--- src/design/ddi_pkg.sv ---
// Package for the converter data and interrupt register block.
// Assumes one 100 MHz clock and an APB slave with 32-bit data.
package ddi_pkg;
  // Register indices; byte address is four times the index
  localparam logic [7:0] IDX_CONTROL_SECOND = 8'h01;
  localparam logic [7:0] IDX_EVENT_CONTROL = 8'h02;
  localparam logic [7:0] IDX_IRQ_ENABLE_CLEAR = 8'h04;
  localparam logic [7:0] IDX_IRQ_ENABLE_SET = 8'h05;
  localparam logic [7:0] IDX_IRQ_FLAGS = 8'h06;
  localparam logic [7:0] IDX_SYNC_STATUS = 8'h07;
  localparam logic [7:0] IDX_CONVERSION_VALUE = 8'h08;
  localparam logic [7:0] IDX_CONVERSION_VALUE_BUFFER = 8'h0C;
  // Field positions
  localparam int LEFT_ALIGN_BIT = 2;
  localparam int START_EVENT_BIT = 0;
  localparam int EMPTY_EVENT_BIT = 1;
  localparam int SYNC_BUSY_BIT = 7;
  localparam int CODE_WIDTH = 10;
  localparam int LEFT_CODE_LSB = 6;
  // Reset values
  localparam logic [7:0] RESET_REG8 = 8'h00;
  localparam logic [15:0] RESET_VALUE16 = 16'h0000;
  // Timing of the clock-domain synchronisation
  localparam int CLK_PERIOD_NS = 10;
  localparam int SYNC_TIME_NS = 30;
  localparam int SYNC_CYCLES = (SYNC_TIME_NS + CLK_PERIOD_NS - 1) / CLK_PERIOD_NS;
  // Interrupt bits: [2] sync ready, [1] buffer empty, [0] underrun
  typedef struct packed {
    logic sync_done_irq;
    logic empty;
    logic underrun;
  } ddi_irq_t;
  // Pending synchronised write
  typedef struct packed {
    logic toBuffer;
    logic [15:0] value;
  } ddi_pend_t;
  typedef enum logic [1:0] {
    SY_IDLE = 2'b00,
    SY_WAIT = 2'b01,
    SY_DONE = 2'b11
  } ddi_sync_t;
endpackage : ddi_pkg

--- src/design/ddi_top.sv ---
// Converter data, buffer and interrupt registers behind an APB slave.
// Assumes start events are one-cycle pulses synchronous to ref_clk.
`timescale 1ns/1ps
`default_nettype none
module ddi_top #(
  parameter int SYNC_COUNT = ddi_pkg::SYNC_CYCLES
) (
  input wire logic ref_clk,
  input wire logic rst_n,
  input wire logic psel,
  input wire logic penable,
  input wire logic pwrite,
  input wire logic [11:0] paddr,
  input wire logic [31:0] pwdata,
  input wire logic peripheral_write_guard,
  input wire logic startEvent,
  output logic [31:0] prdata,
  output logic pready,
  output logic pslverr,
  output logic [ddi_pkg::CODE_WIDTH-1:0] dacCode,
  output logic conversionStart,
  output logic emptyEvent,
  output logic irq
);
  import ddi_pkg::*;

  logic [7:0] controlSecond;
  logic [1:0] eventControl;
  ddi_irq_t irqEnable;
  ddi_irq_t irqFlags;
  logic [15:0] convValue;
  logic [15:0] bufValue;
  logic bufFull;
  ddi_pend_t pend;
  ddi_sync_t syncState;
  logic [7:0] syncCnt;
  logic sync_in_progress;
  logic [7:0] regIdx;
  logic addrOk;
  logic guarded;
  logic syncWrite;
  logic access;
  logic wrDone;
  logic startTaken;
  logic moveNow;
  logic bufCommit;
  logic dataCommit;

  // Pick the ten-bit code out of a 16-bit value by alignment
  function automatic logic [CODE_WIDTH-1:0] pickCode(input logic [15:0] v, input logic left);
    pickCode = left ? v[15:LEFT_CODE_LSB] : v[CODE_WIDTH-1:0];
  endfunction : pickCode

  // Address decode: word index; nonzero paddr[1:0] or paddr[11:10] is refused
  assign regIdx = paddr[9:2];
  assign addrOk = (paddr[11:10] == 2'b00) && (paddr[1:0] == 2'b00) &&
                  (regIdx == IDX_CONTROL_SECOND || regIdx == IDX_EVENT_CONTROL ||
                   regIdx == IDX_IRQ_ENABLE_CLEAR || regIdx == IDX_IRQ_ENABLE_SET ||
                   regIdx == IDX_IRQ_FLAGS || regIdx == IDX_SYNC_STATUS ||
                   regIdx == IDX_CONVERSION_VALUE || regIdx == IDX_CONVERSION_VALUE_BUFFER);
  // Buffer is the one register the write guard does not cover
  assign guarded = peripheral_write_guard && regIdx != IDX_CONVERSION_VALUE_BUFFER;
  assign syncWrite = pwrite && (regIdx == IDX_CONVERSION_VALUE ||
                                regIdx == IDX_CONVERSION_VALUE_BUFFER);
  assign access = psel && penable;
  // Write lands at the edge where the master sees pready
  assign wrDone = access && pready && pwrite && addrOk && !pslverr;
  assign sync_in_progress = (syncState != SY_IDLE);
  assign bufCommit = (syncState == SY_DONE) && pend.toBuffer;
  assign dataCommit = (syncState == SY_DONE) && !pend.toBuffer;
  assign startTaken = startEvent && eventControl[START_EVENT_BIT];
  assign moveNow = startTaken && bufFull;

  // APB answer; a synchronised write waits while an earlier one is busy
  always_ff @(posedge ref_clk or negedge rst_n) begin
    if (!rst_n) begin
      pready <= 1'b0;
      pslverr <= 1'b0;
      prdata <= 32'h0000_0000;
    end else if (access && !pready && !(syncWrite && sync_in_progress)) begin
      pready <= 1'b1;
      pslverr <= !addrOk || (pwrite && guarded);
      prdata <= 32'h0000_0000;
      if (!pwrite) begin
        unique case (regIdx)
          IDX_CONTROL_SECOND: prdata <= {24'h00_0000, controlSecond};
          IDX_EVENT_CONTROL: prdata <= {30'h0000_0000, eventControl};
          IDX_IRQ_ENABLE_CLEAR, IDX_IRQ_ENABLE_SET: prdata <= {29'h0000_0000, irqEnable};
          IDX_IRQ_FLAGS: prdata <= {29'h0000_0000, irqFlags};
          IDX_SYNC_STATUS: prdata <= {24'h00_0000, sync_in_progress, 7'h00};
          default: prdata <= 32'h0000_0000;
        endcase
      end
    end else begin
      pready <= 1'b0;
      pslverr <= 1'b0;
      prdata <= 32'h0000_0000;
    end
  end

  // Plain control registers
  always_ff @(posedge ref_clk or negedge rst_n) begin
    if (!rst_n) begin
      controlSecond <= RESET_REG8;
      eventControl <= 2'b00;
    end else if (wrDone && regIdx == IDX_CONTROL_SECOND) begin
      controlSecond <= pwdata[7:0];
    end else if (wrDone && regIdx == IDX_EVENT_CONTROL) begin
      eventControl <= pwdata[1:0];
    end
  end

  // One shared enable set, written through set and clear views
  always_ff @(posedge ref_clk or negedge rst_n) begin
    if (!rst_n) begin
      irqEnable <= '0;
    end else if (wrDone && regIdx == IDX_IRQ_ENABLE_SET) begin
      irqEnable <= irqEnable | pwdata[2:0];
    end else if (wrDone && regIdx == IDX_IRQ_ENABLE_CLEAR) begin
      irqEnable <= irqEnable & ~pwdata[2:0];
    end
  end

  // Sticky flags; a hardware set in the same cycle beats a clear
  always_ff @(posedge ref_clk or negedge rst_n) begin
    if (!rst_n) begin
      irqFlags <= '0;
    end else begin
      if (wrDone && regIdx == IDX_IRQ_FLAGS && pwdata[2]) begin
        irqFlags.sync_done_irq <= 1'b0;
      end
      if ((wrDone && regIdx == IDX_IRQ_FLAGS && pwdata[1]) || bufCommit) begin
        irqFlags.empty <= 1'b0;
      end
      if (wrDone && regIdx == IDX_IRQ_FLAGS && pwdata[0]) begin
        irqFlags.underrun <= 1'b0;
      end
      if (syncState == SY_DONE) begin
        irqFlags.sync_done_irq <= 1'b1;
      end
      if (moveNow) begin
        irqFlags.empty <= 1'b1;
      end
      if (startTaken && !bufFull) begin
        irqFlags.underrun <= 1'b1;
      end
    end
  end

  // Synchronisation sequencer: busy from the write edge to commit
  always_ff @(posedge ref_clk or negedge rst_n) begin
    if (!rst_n) begin
      syncState <= SY_IDLE;
      syncCnt <= 8'h00;
      pend <= '0;
    end else begin
      unique case (syncState)
        SY_IDLE: begin
          if (wrDone && syncWrite) begin
            syncState <= SY_WAIT;
            syncCnt <= 8'(SYNC_COUNT - 1);
            pend <= '{regIdx == IDX_CONVERSION_VALUE_BUFFER, pwdata[15:0]};
          end
        end
        SY_WAIT: begin
          if (syncCnt == 8'h00) begin
            syncState <= SY_DONE;
          end else begin
            syncCnt <= syncCnt - 8'h01;
          end
        end
        SY_DONE: begin
          syncState <= SY_IDLE;
        end
        // Code 2'b10 is never entered; fall back to idle if it appears
        default: begin
          syncState <= SY_IDLE;
        end
      endcase
    end
  end

  // Conversion value and buffer; an underrun leaves both untouched
  always_ff @(posedge ref_clk or negedge rst_n) begin
    if (!rst_n) begin
      convValue <= RESET_VALUE16;
      bufValue <= RESET_VALUE16;
      bufFull <= 1'b0;
    end else begin
      if (dataCommit) begin
        convValue <= pend.value;
      end else if (moveNow) begin
        convValue <= bufValue;
      end
      if (bufCommit) begin
        bufValue <= pend.value;
        bufFull <= 1'b1;
      end else if (moveNow) begin
        bufFull <= 1'b0;
      end
    end
  end

  // Outputs to the converter, the event system and the interrupt line
  always_ff @(posedge ref_clk or negedge rst_n) begin
    if (!rst_n) begin
      dacCode <= '0;
      conversionStart <= 1'b0;
      emptyEvent <= 1'b0;
      irq <= 1'b0;
    end else begin
      dacCode <= pickCode(convValue, controlSecond[LEFT_ALIGN_BIT]);
      conversionStart <= moveNow || dataCommit;
      emptyEvent <= moveNow && eventControl[EMPTY_EVENT_BIT];
      irq <= |(irqFlags & irqEnable);
    end
  end

  // Busy length counter, only read by the checks below
  logic [8:0] busyLen;
  always_ff @(posedge ref_clk or negedge rst_n) begin
    if (!rst_n) begin
      busyLen <= 9'h000;
    end else if (sync_in_progress) begin
      busyLen <= busyLen + 9'h001;
    end else begin
      busyLen <= 9'h000;
    end
  end

  // Checks
  // Clear view removes only the bits written as one
  enable_clear_a: assert property (@(posedge ref_clk) disable iff (!rst_n)
    wrDone && regIdx == IDX_IRQ_ENABLE_CLEAR |=> irqEnable == ($past(irqEnable) & ~$past(pwdata[2:0])))
    else $error("enable clear write wrong");

  // Enables move only through their two views
  enable_hold_a: assert property (@(posedge ref_clk) disable iff (!rst_n)
    !(wrDone && (regIdx == IDX_IRQ_ENABLE_SET || regIdx == IDX_IRQ_ENABLE_CLEAR)) |=> $stable(irqEnable))
    else $error("enables changed without a write");

  // Write-one clears the empty flag unless a move sets it again
  empty_w1c_a: assert property (@(posedge ref_clk) disable iff (!rst_n)
    wrDone && regIdx == IDX_IRQ_FLAGS && pwdata[1] && !moveNow |=> !irqFlags.empty)
    else $error("empty flag not cleared by write");

  // Empty flag is sticky until a clear or a buffer write
  empty_hold_a: assert property (@(posedge ref_clk) disable iff (!rst_n)
    irqFlags.empty && !bufCommit && !(wrDone && regIdx == IDX_IRQ_FLAGS && pwdata[1]) |=> irqFlags.empty)
    else $error("empty flag lost");

  // Write-one clears underrun unless a new underrun lands
  underrun_w1c_a: assert property (@(posedge ref_clk) disable iff (!rst_n)
    wrDone && regIdx == IDX_IRQ_FLAGS && pwdata[0] && !(startTaken && !bufFull) |=> !irqFlags.underrun)
    else $error("underrun not cleared by write");

  // Underrun stays until software writes one to it
  underrun_hold_a: assert property (@(posedge ref_clk) disable iff (!rst_n)
    irqFlags.underrun && !(wrDone && regIdx == IDX_IRQ_FLAGS && pwdata[0]) |=> irqFlags.underrun)
    else $error("underrun flag lost");

  // No request without an enabled flag
  irq_low_a: assert property (@(posedge ref_clk) disable iff (!rst_n)
    !(|(irqFlags & irqEnable)) |=> !irq)
    else $error("interrupt without enabled flag");

  // Every buffer move starts a conversion one cycle later
  start_pulse_a: assert property (@(posedge ref_clk) disable iff (!rst_n)
    moveNow |=> conversionStart)
    else $error("move without conversion start");

  // A start pulse always has a load behind it
  start_cause_a: assert property (@(posedge ref_clk) disable iff (!rst_n)
    conversionStart |-> $past(moveNow) || $past(dataCommit))
    else $error("stray conversion start");

  // Enabled empty event follows every move
  empty_event_on_a: assert property (@(posedge ref_clk) disable iff (!rst_n)
    moveNow && eventControl[EMPTY_EVENT_BIT] |=> emptyEvent)
    else $error("empty event missing");

  // Right aligned code is the low ten bits
  right_code_a: assert property (@(posedge ref_clk) disable iff (!rst_n)
    !controlSecond[LEFT_ALIGN_BIT] |=> dacCode == $past(convValue[CODE_WIDTH-1:0]))
    else $error("right aligned code wrong");

  // Left aligned code is the top ten bits
  left_code_a: assert property (@(posedge ref_clk) disable iff (!rst_n)
    controlSecond[LEFT_ALIGN_BIT] |=> dacCode == $past(convValue[15:LEFT_CODE_LSB]))
    else $error("left aligned code wrong");

  // Buffer commit stores the pending word and marks it new
  buf_commit_a: assert property (@(posedge ref_clk) disable iff (!rst_n)
    bufCommit |=> bufFull && bufValue == $past(pend.value))
    else $error("buffer commit wrong");

  // Direct write reaches the conversion register only after sync
  data_commit_a: assert property (@(posedge ref_clk) disable iff (!rst_n)
    dataCommit |=> convValue == $past(pend.value))
    else $error("direct commit wrong");

  // Guarded write is answered with an error
  guard_error_a: assert property (@(posedge ref_clk) disable iff (!rst_n)
    access && pready && pwrite && guarded && $stable(peripheral_write_guard) && $stable(paddr) |-> pslverr)
    else $error("guarded write accepted");

  // Refused enable write leaves the enables alone
  guard_hold_a: assert property (@(posedge ref_clk) disable iff (!rst_n)
    access && pready && pslverr && regIdx == IDX_IRQ_ENABLE_SET |=> $stable(irqEnable))
    else $error("refused write changed enables");

  // Busy lasts exactly the sync count plus the commit cycle
  busy_length_a: assert property (@(posedge ref_clk) disable iff (!rst_n)
    $fell(sync_in_progress) |-> busyLen == 9'(SYNC_COUNT + 1))
    else $error("sync busy length wrong");

  // Busy never outlives its window
  busy_bound_a: assert property (@(posedge ref_clk) disable iff (!rst_n)
    sync_in_progress |-> busyLen <= 9'(SYNC_COUNT))
    else $error("sync busy too long");

  // Commit cycle ends busy and raises sync ready
  sync_done_a: assert property (@(posedge ref_clk) disable iff (!rst_n)
    syncState == SY_DONE |=> !sync_in_progress && irqFlags.sync_done_irq)
    else $error("sync end wrong");

  empty_irq_a: assert property (@(posedge ref_clk) disable iff (!rst_n)
    irqFlags.empty && irqEnable.empty |=> irq)
    else $error("empty flag enabled but no interrupt");
  underrun_irq_a: assert property (@(posedge ref_clk) disable iff (!rst_n)
    irqFlags.underrun && irqEnable.underrun |=> irq)
    else $error("underrun enabled but no interrupt");
  enable_set_a: assert property (@(posedge ref_clk) disable iff (!rst_n)
    wrDone && regIdx == IDX_IRQ_ENABLE_SET |=> irqEnable == ($past(irqEnable) | $past(pwdata[2:0])))
    else $error("enable set write wrong");
  underrun_set_a: assert property (@(posedge ref_clk) disable iff (!rst_n)
    startTaken && !bufFull |=> irqFlags.underrun && $stable(convValue))
    else $error("underrun not flagged");
  empty_set_a: assert property (@(posedge ref_clk) disable iff (!rst_n)
    moveNow |=> irqFlags.empty && convValue == $past(bufValue))
    else $error("buffer move did not set empty");
  empty_event_a: assert property (@(posedge ref_clk) disable iff (!rst_n)
    emptyEvent |-> $past(moveNow) && $past(eventControl[EMPTY_EVENT_BIT]))
    else $error("stray empty event");
  sync_busy_a: assert property (@(posedge ref_clk) disable iff (!rst_n)
    wrDone && syncWrite |=> sync_in_progress [*2])
    else $error("sync busy not raised");
  sync_clear_a: assert property (@(posedge ref_clk) disable iff (!rst_n)
    $rose(sync_in_progress) |-> ##[1:260] !sync_in_progress)
    else $error("sync busy never cleared");
  buf_clear_a: assert property (@(posedge ref_clk) disable iff (!rst_n)
    bufCommit && !moveNow |=> !irqFlags.empty)
    else $error("buffer write left empty set");
  ignore_event_a: assert property (@(posedge ref_clk) disable iff (!rst_n)
    startEvent && !eventControl[START_EVENT_BIT] && !dataCommit |=> $stable(convValue))
    else $error("disabled event changed value");
endmodule : ddi_top
`default_nettype wire

--- config.mk ---
export PLATFORM = sky130hd
export DESIGN_NAME = ddi_top
export DESIGN_NICKNAME = d
export VERILOG_FILES = /design/src/design/ddi_pkg.sv /design/src/design/ddi_top.sv
export SDC_FILE = /design/constraint.sdc
export NUM_CORES = 1
export LEC_CHECK = 0
export ABC_CLOCK_PERIOD_IN_PS = 1790
export BUFFER_PORTS_ARGS = -buffer_cell sky130_fd_sc_hd__buf_2
export CAP_MARGIN = 25
export CORE_MARGIN = 2
export CORE_UTILIZATION = 49
export CTS_CLUSTER_SIZE = 20
export DETAILED_ROUTE_END_ITERATION = 12
export GPL_ROUTABILITY_DRIVEN = 0
export PLACE_DENSITY = 0.87
export SETUP_SLACK_MARGIN = 0.1
export SYNTH_ARGS = -nofsm -noshare
export SYNTH_HDL_FRONTEND = slang
export SYNTH_SLANG_ARGS = --single-unit
--- constraint.sdc ---
create_clock -name ref_clk -period 1.79 [get_ports ref_clk]
set_input_delay 0.0895 -clock ref_clk [delete_from_list [all_inputs] [get_ports ref_clk]]
set_output_delay 0.0895 -clock ref_clk [all_outputs]
set_load 0.005 [all_outputs]
-- Word level (Yosys, flattened, before mapping)
Index checks and enable logic that the tools add are counted.
- reduce and logical (&&, ||, !) cells: 63
- add/sub/neg operators: 1
- bitwise operators: 5
- equality and inequality tests: 14
- mux-type cells: 24
- operators with widths (cell ; number):
    $mux W32 ; 2
    $pmux W8 S5 ; 1
    $eq A8 B3 Y1 const B ; 4
    $mux W16 ; 2
    $logic_and A1 B1 Y1 ; 28
    $eq A8 B4 Y1 const B ; 2
    $mux W8 ; 2
    $pmux W8 S2 ; 1
    $reduce_bool A2 Y1 ; 8
    $logic_or A1 B1 Y1 ; 11
    $mux W1 ; 10
    $mux W10 ; 1
    $eq A8 B1 Y1 const B ; 1
    $eq A8 B2 Y1 const B ; 1
    $logic_not A8 Y1 ; 1
    $ne A8 B4 Y1 const B ; 1
    $sub A8 B1 Y8 const B ; 1
    $and A3 B3 Y3 ; 2
    $logic_not A1 Y1 ; 6
    $logic_not A2 Y1 ; 3
    $mux W3 ; 2
    $ne A2 B2 Y1 const B ; 3
    $reduce_and A2 Y1 ; 3
    $mux W2 ; 2
    other kinds (9) ; 9
- bits in registers: 123
- logic and storage cells: 129
- input bits: 51
- output and inout port bits: 47

-- Logic depth before layout (Yosys ltp)
Gate-level depths: netlist of run 1.
- word-level depth: 16
- mapped depth: 7
- depth with buffers taken out: 6

-- Least setup slack after synthesis of run 1
Ideal clock, no wire load.
- path type: register -> register
- from: reg pready
- to: reg controlSecond[0]
- arrival: 1.768 ns
- setup time: 0.125 ns
- period minus slack after synthesis: 1.893 ns
- data required time: 1.665 ns
- cell stages (with the launch flop): 5
- path slack: -0.103 ns
- cell sequence: dfrtp_1 nand4_1 or2_2 a2111oi_4 mux2_2
- word-level cells in the longest chain between the ends: 5
- RTL lines (element ; line ; text):
    start: declaration ; ddi_top.sv:18 ; output logic pready,
    start signal: assignment ; ddi_top.sv:77 ; pready <= 1'b0;
    start signal: assignment ; ddi_top.sv:81 ; pready <= 1'b1;
    start signal: assignment ; ddi_top.sv:95 ; pready <= 1'b0;
    $logic_and A1 B1 Y1 (4 in a row) ; ddi_top.sv:67 ; assign wrDone = access && pready && pwrite && addrOk && !pslverr;
    $logic_and A1 B1 Y1 ; ddi_top.sv:106 ; end else if (wrDone && regIdx == IDX_CONTROL_SECOND) begin
    end signal: assignment ; ddi_top.sv:107 ; controlSecond <= pwdata[7:0];
    end: declaration ; ddi_top.sv:27 ; logic [7:0] controlSecond;
No other way between the ends.
A chain may end at the register's enable or synchronous reset.

-- Worst setup path after layout of run 1
- from: reg syncCnt[3]
- to: reg syncCnt[0]
- word-level cells in the longest chain between the ends: 3
- RTL lines (element ; line ; text):
    start: declaration ; ddi_top.sv:36 ; logic [7:0] syncCnt;
    start signal: assignment ; ddi_top.sv:161 ; syncCnt <= 8'(SYNC_COUNT - 1);
    start signal: assignment ; ddi_top.sv:169 ; syncCnt <= syncCnt - 8'h01;
    $logic_not A8 Y1 ; ddi_top.sv:166 ; if (syncCnt == 8'h00) begin
    $ne A2 B2 Y1 (no line) ; -- ;
    $reduce_and A3 Y1 (no line) ; -- ;
No other way between the ends.

==> results.toml, run 1 <==
[layout]
fill_cells = 679
final_layout_size_suffix_gt1_share_pct = 42.1
area_growth_pct = 26.3
final_nets = 551
layout_common_cells = "dfrtp_1, buf_2, buf_4"
layout_commonest_cell = "dfrtp_1"
antenna-diode-count = 0
design_area_um2 = 5810

[timing]
hold-worst-slack_ns = 0.0219
timing.final.hold_violations = 0
slew_headroom_pct = 60.5
tightestPinTransition_ns = 0.592
final_setup_vio_count = 3
timing.fmax_mhz = 549
layout_min_cycle_time_ns = 1.82
final_max_slew_viol_count = 0
finalClockSkew_ns = 0.0104
finalWorstSetupSlack_ns = -0.0330
rsz0062_at_grt = "yes"
min_period_over_period_pct = 102

[placement]
portBuffers = 57
detailedPlacementHpwl_um = 6920
dpl_cell_area_um2 = 5190

[drt]
detail_route.wl_per_cell_um = 17.9
wl_um = 11000
drt_pre_antenna_iters = 4
drc = 0
via_per_inst = 5.44
num_vias = 3339
ant_nets = 0
starting_drt_drc_count = 239

[power]
comb_power_share_pct = 6.1
netSwitchingPower_uw = 928
clock_power_share_pct = 34.4
max_rail_drop_vdd_mv = 0.492
internal_power_uw = 2850
share_seq_of_total_power_pct = 59.5
p_per_area_nw_per_um2 = 650
netSwitchingFraction_pct = 24.6
p_leak_uw = 0.00269

[global_route]
wire_length_of_the_first_global_routing_pass_um = 16400
grt_max_degree = 39
globalRoute.totalOverflow = 0
antenna_found_initial = 0
grt_pass1_vias = 3452
total_routing_usage_gr_pct = 21.1

[hold_path]
depth_of_the_worst_hold_timing_path = 3
path_class_of_the_lowest_slack_min_delay_path = "input port to flop"

[die]
floorplan.core_area_um2 = 9150
fp.dieH_um = 101
die_w_um = 101
dieArea_um2 = 10200
rows = 35
initial_core_util_pct = 50.2
io-pin-count = 98

[flow_run]
maxcap_viol_count = 0

[critical_path]
critical_path_arrival_ns = 2.07
worstSetupPathType = "flop to flop"
cp-start-kind = "flop"
required_time_reported_for_the_critical_path_endpoint_ns = 2.04
worst_r2r_path_depth = 4
setup_crit_end_kind = "flop"
crit_fanout = 4

[yosys]
synth_enable_flop_cells = 0
dominantRegCellSynth = "dfrtp_1"
number_of_warnings_issued_by_yosys = 0
ys_seq_area_share_pct = 53.9
area_of_the_mapped_netlist_um2 = 4600
syn-mean-instance-area_um2 = 12.0
async_flop_share_pct = 100
synth_cells = 382
netlist-cell-type-count = 54
synth.ff_latch_count = 99

[status]
status = "finished, violations left"
violations = "negative setup slack"

[clock_network]
cts_htree_levels = 3
tritoncts = "yes"
clk_latency_ns = 0.37
clk_path_buf_depth = 2
cts_num_sinks = 99
cts-buffers-inserted = 9
cts.root.buffer_cell = "clkbuf_8"
cts.clk_slew.worst_paths_ns = 0.10
kinds of logic (layout without fill, tap and decap cells):
kind of cell | count (synthesis) | count (layout) | share of synthesized area, %
flip-flops | 99 | 99 | 53.9
AND/OR/NAND/NOR | 89 | 89 | 10.5
multiplexers | 72 | 72 | 17.2
AO/OA/AOI/OAI | 65 | 65 | 10.3
buffers and inverters | 51 | 149 | 6.94
XOR/XNOR | 3 | 3 | 0.572
adder cells (fa/ha/maj) | 2 | 2 | 0.544
other | 1 | 24 | 0.0816
worst paths after layout:
kind,from,to,slack [ns]
min in group asynchronous,rst_n,pend[15],0.22
max in group asynchronous,rst_n,pslverr,0.93
worst min-delay path,penable,pready,0.02
worst max-delay path,syncCnt[3],syncCnt[0],-0.03
worst max register to register,syncCnt[3],syncCnt[0],-0.03
worst min register to register,controlSecond[4],prdata[4],0.50
registers in the layout, summed over array words and instances, names as in the netlist, 2 cells and up, named ones only:
signal and flops:
syncCnt 8, bufValue 16, irqFlags 3, convValue 16
prdata 8, pend 17, dacCode 10, controlSecond 8
syncState 2, eventControl 2
critical path, stage by stage (launching register included):
cell and delay, ns:
dfrtp_1 0.40, or4_4 0.57, or3_4 0.37, a221oi_4 0.25
o31ai_1 0.11
Yosys cell counts, drive strengths merged (3+ instances only):
cell | instances | area [µm²]
a21oi | 10 | 53.8
a22oi | 4 | 30.0
and2 | 4 | 25.0
and4 | 3 | 26.3
buf | 33 | 251
clkbuf | 10 | 37.5
dfrtp | 99 | 2480
inv | 8 | 30.0
mux2 | 55 | 619
mux2i | 17 | 170
nand2 | 26 | 97.6
nand3 | 3 | 15.0
nor2 | 15 | 56.3
nor3 | 4 | 20.0
nor3b | 4 | 30.0
nor4 | 5 | 37.5
o2111ai | 4 | 35.0
o211ai | 7 | 52.6
o21ai | 23 | 115
or2 | 5 | 31.3
or3 | 5 | 31.3
or4 | 4 | 30.0
timing repair:
item	4_1_cts	5_1_grt
endpoints found under the setup margin	24	36
gates resized for setup	12	34
pin swaps	8	6
hold buffers	14	0
cloned	1	1
setup buffers	6	6
endpoints found under the hold margin	53	0
area by class of cell:
class,count,area [µm²],area share [%]
flip-flops and latches,99,2480,42.7
multi-input cells,255,2070,35.7
repair buffers,125,913,15.7
well taps,111,139,2.39
clock buffers,11,131,2.26
clock inverters,5,40.0,0.690
inverters,8,30.0,0.517
stage by stage:
stage               std cells  util (%)  setup TNS [ns]  power [µW]  worst slack, ns
global route              614      63.4          -0.371        3920          -0.0904
global placement          570      56.8          -0.439        2480          -0.0808
CTS                       607      61.2        -0.00613        3790         -0.00613
finish                    614      63.4         -0.0497        3770          -0.0330
floorplan                 405         -          -0.272        2400          -0.0491
detailed placement        570      56.8          -0.898        2490          -0.0947
power groups by stage:
stage / combinational [µW] / clock, µW / sequential [µW]
2_1_floorplan: 109 / 0 / 2290
3_3_place_gp: 194 / 0 / 2290
3_5_place_dp: 202 / 0 / 2290
4_1_cts: 227 / 1320 / 2240
5_1_grt: 259 / 1420 / 2240
6_report: 231 / 1300 / 2240
per-layer routing:
layer | GRT usage (%) | share of wire [%]
met4 | 8.85 | 2.7
met2 | 37.1 | 52
met5 | 0 | 0
met1 | 25.7 | 42
met3 | 3.61 | 3.1
No activity file was read; power rests on OpenSTA's default activity.
==> run 2: changes to the inputs <==
- PLACE_DENSITY: 0.87 -> 0.85
==> run 2 against run 1 <==
Against the previous run: the flow still finishes with violations (negative setup slack); sequential power about the same; register-to-register slack about the same; total power rose by 1.7%; cell area fell by 0.13%; routed wire length fell by 7.9%; maximum frequency down 0.64%.
==> results.toml, run 2 (synthesis results as in run 1) <==
[drt]
num_vias = 3390
starting_drt_drc_count = 204
ant_nets = 0
detail_route.wl_per_cell_um = 16.6
via_per_inst = 5.56
drt_pre_antenna_iters = 4
drc = 0
wl_um = 10100

[layout]
area_growth_pct = 26.1
antenna-diode-count = 0
biggestRegsByFlops = "pend (17), bufValue (16), convValue (16)"
layout_common_cells = "dfrtp_1, buf_2, buf_4"
final_nets = 547
layout_commonest_cell = "dfrtp_1"
top_register_by_number_of_flip_flops = "pend"
final_layout_size_suffix_gt1_share_pct = 41.9
design_area_um2 = 5800
largest_reg_flops = 17

[status]
status = "finished, violations left"
violations = "negative setup slack"

[critical_path]
crit_fanout = 5
critical_path.max_stage_delay_ns = 0.57
critical_path.n_buffers_inverters = 0
critical_path.reg2reg.endpoint = "syncCnt[0]"
required_time_reported_for_the_critical_path_endpoint_ns = 2.04
setup_crit_end_kind = "flop"
critical_path_arrival_ns = 2.08
setup_slack_on_the_worst_flop_to_flop_path_ns = -0.04
critPathSlowestCell = "or4_4"
worst_r2r_path_depth = 4
worstSetupPathType = "flop to flop"
cp-start-kind = "flop"
cell_by_cell_trace_of_the_critical_path = "or4_4, or3_4, a221oi_2, o31ai_1"
regToRegStartpoint = "syncCnt[5]"
critical-path-top-delay-family = "simple AND/OR/NAND/NOR gates"

[clock_network]
cts.root.buffer_cell = "clkbuf_8"
cts-buffers-inserted = 9
cts_htree_levels = 3
tritoncts = "yes"
cts.clk_slew.worst_paths_ns = 0.10
cts_num_sinks = 99
clk_path_buf_depth = 2
clk_latency_ns = 0.37

[die]
io-pin-count = 98
floorplan.core_area_um2 = 9150
initial_core_util_pct = 50.2
fp.dieH_um = 101
die_w_um = 101
dieArea_um2 = 10200
rows = 35

[hold_path]
depth_of_the_worst_hold_timing_path = 3
hold-path-endpoint = "pready"
hold_path.startpoint = "penable"
path_class_of_the_lowest_slack_min_delay_path = "input port to flop"

[power]
share_seq_of_total_power_pct = 58.4
clock_power_share_pct = 35.6
p_leak_uw = 0.00270
internal_power_uw = 2870
max_rail_drop_vdd_mv = 0.582
netSwitchingFraction_pct = 25.2
netSwitchingPower_uw = 969
p_per_area_nw_per_um2 = 662
comb_power_share_pct = 5.9

[global_route]
globalRoute.totalOverflow = 0
total_routing_usage_gr_pct = 20.5
grt_max_degree = 48
antenna_found_initial = 0
wire_length_of_the_first_global_routing_pass_um = 16300
grt_pass1_vias = 3468

[timing]
finalClockSkew_ns = 0.0110
timing.final.hold_violations = 0
final_max_slew_viol_count = 0
slew_headroom_pct = 58.8
timing.fmax_mhz = 545
rsz0062_at_grt = "yes"
min_period_over_period_pct = 103
layout_min_cycle_time_ns = 1.83
final_setup_vio_count = 2
tightestPinTransition_ns = 0.618
finalWorstSetupSlack_ns = -0.0448

[placement]
placement.setup.worst_slack_ns = -0.120
dpl_cell_area_um2 = 5160
portBuffers = 57
detailedPlacementHpwl_um = 6540

[flow_run]
maxcap_viol_count = 0
run 2: cell types whose count changed in the layout (fill, tap and decap cells not counted), sizes merged:
cell         change
buf              -4
dlygate4sd3      +1
clkinvlp         -3
inv              +1
clkbuf           -2
clkinv           +3
run 2: final cells by class:
class,instances,area [µm²]
tap,111,139
inverter,8,30.0
sequential,99,2480
clock inverter,6,62.6
fill,651,3350
timing repair buffer,121,868
clock buffer,10,128
multi-input combinational,255,2090
run 2: metrics by stage:
stage / TNS [ns] / power [µW] / hold WS, ns / utilization [%] / instances
after floorplan: -0.272 / 2400 / -0.206 / - / 405
after global placement: -1.37 / 2480 / 0.0778 / 56.4 / 565
after detailed placement: -2.16 / 2480 / 0.0888 / 56.4 / 565
after CTS: -0.0315 / 3860 / 0.0145 / 61.9 / 605
after global routing: -0.184 / 3990 / 0.0285 / 63.4 / 610
final: -0.0724 / 3840 / 0.0197 / 63.4 / 610
run 2: power by group through the flow:
stage	sequential [µW]	combinational [µW]	clock (µW)
2_1_floorplan	2290	109	0
3_3_place_gp	2290	191	0
3_5_place_dp	2290	198	0
4_1_cts	2240	226	1390
5_1_grt	2240	254	1490
6_report	2240	227	1370
run 2: how the worst max path moves through the flow:
stage	startpoint	endpoint	slack, ns	cells after the start
4_1_cts	syncCnt[4]	syncCnt[0]	-0.03	4
3_3_place_gp	paddr[7]	irqFlags[2]	-0.10	7
2_1_floorplan	syncCnt[5]	syncCnt[0]	-0.05	5
3_5_place_dp	syncCnt[5]	syncCnt[0]	-0.12	4
5_1_grt	syncCnt[0]	syncCnt[0]	-0.09	6
6_report	syncCnt[5]	syncCnt[0]	-0.04	4
run 2: worst min-delay path: stages:
cell      delay, ns
buf_2          0.10
nand2_1        0.09
a211oi_1       0.07
run 2: what timing repair did:
item                                    CTS  global route
gates resized for setup                  20            28
endpoints found under the setup margin   24            32
pin swaps                                 5             9
hold buffers                             15             0
hold endpoints to repair                 56             0
setup buffers                             8             5
gates cloned                              1             0
run 2: per-layer routing:
layer	GRT usage, %	part of all wire [%]	wire [µm]
met5	0	0	0
met4	9.38	2.9	291
met3	3.40	3.9	399
met2	34.9	50	5110
met1	25.6	43	4320
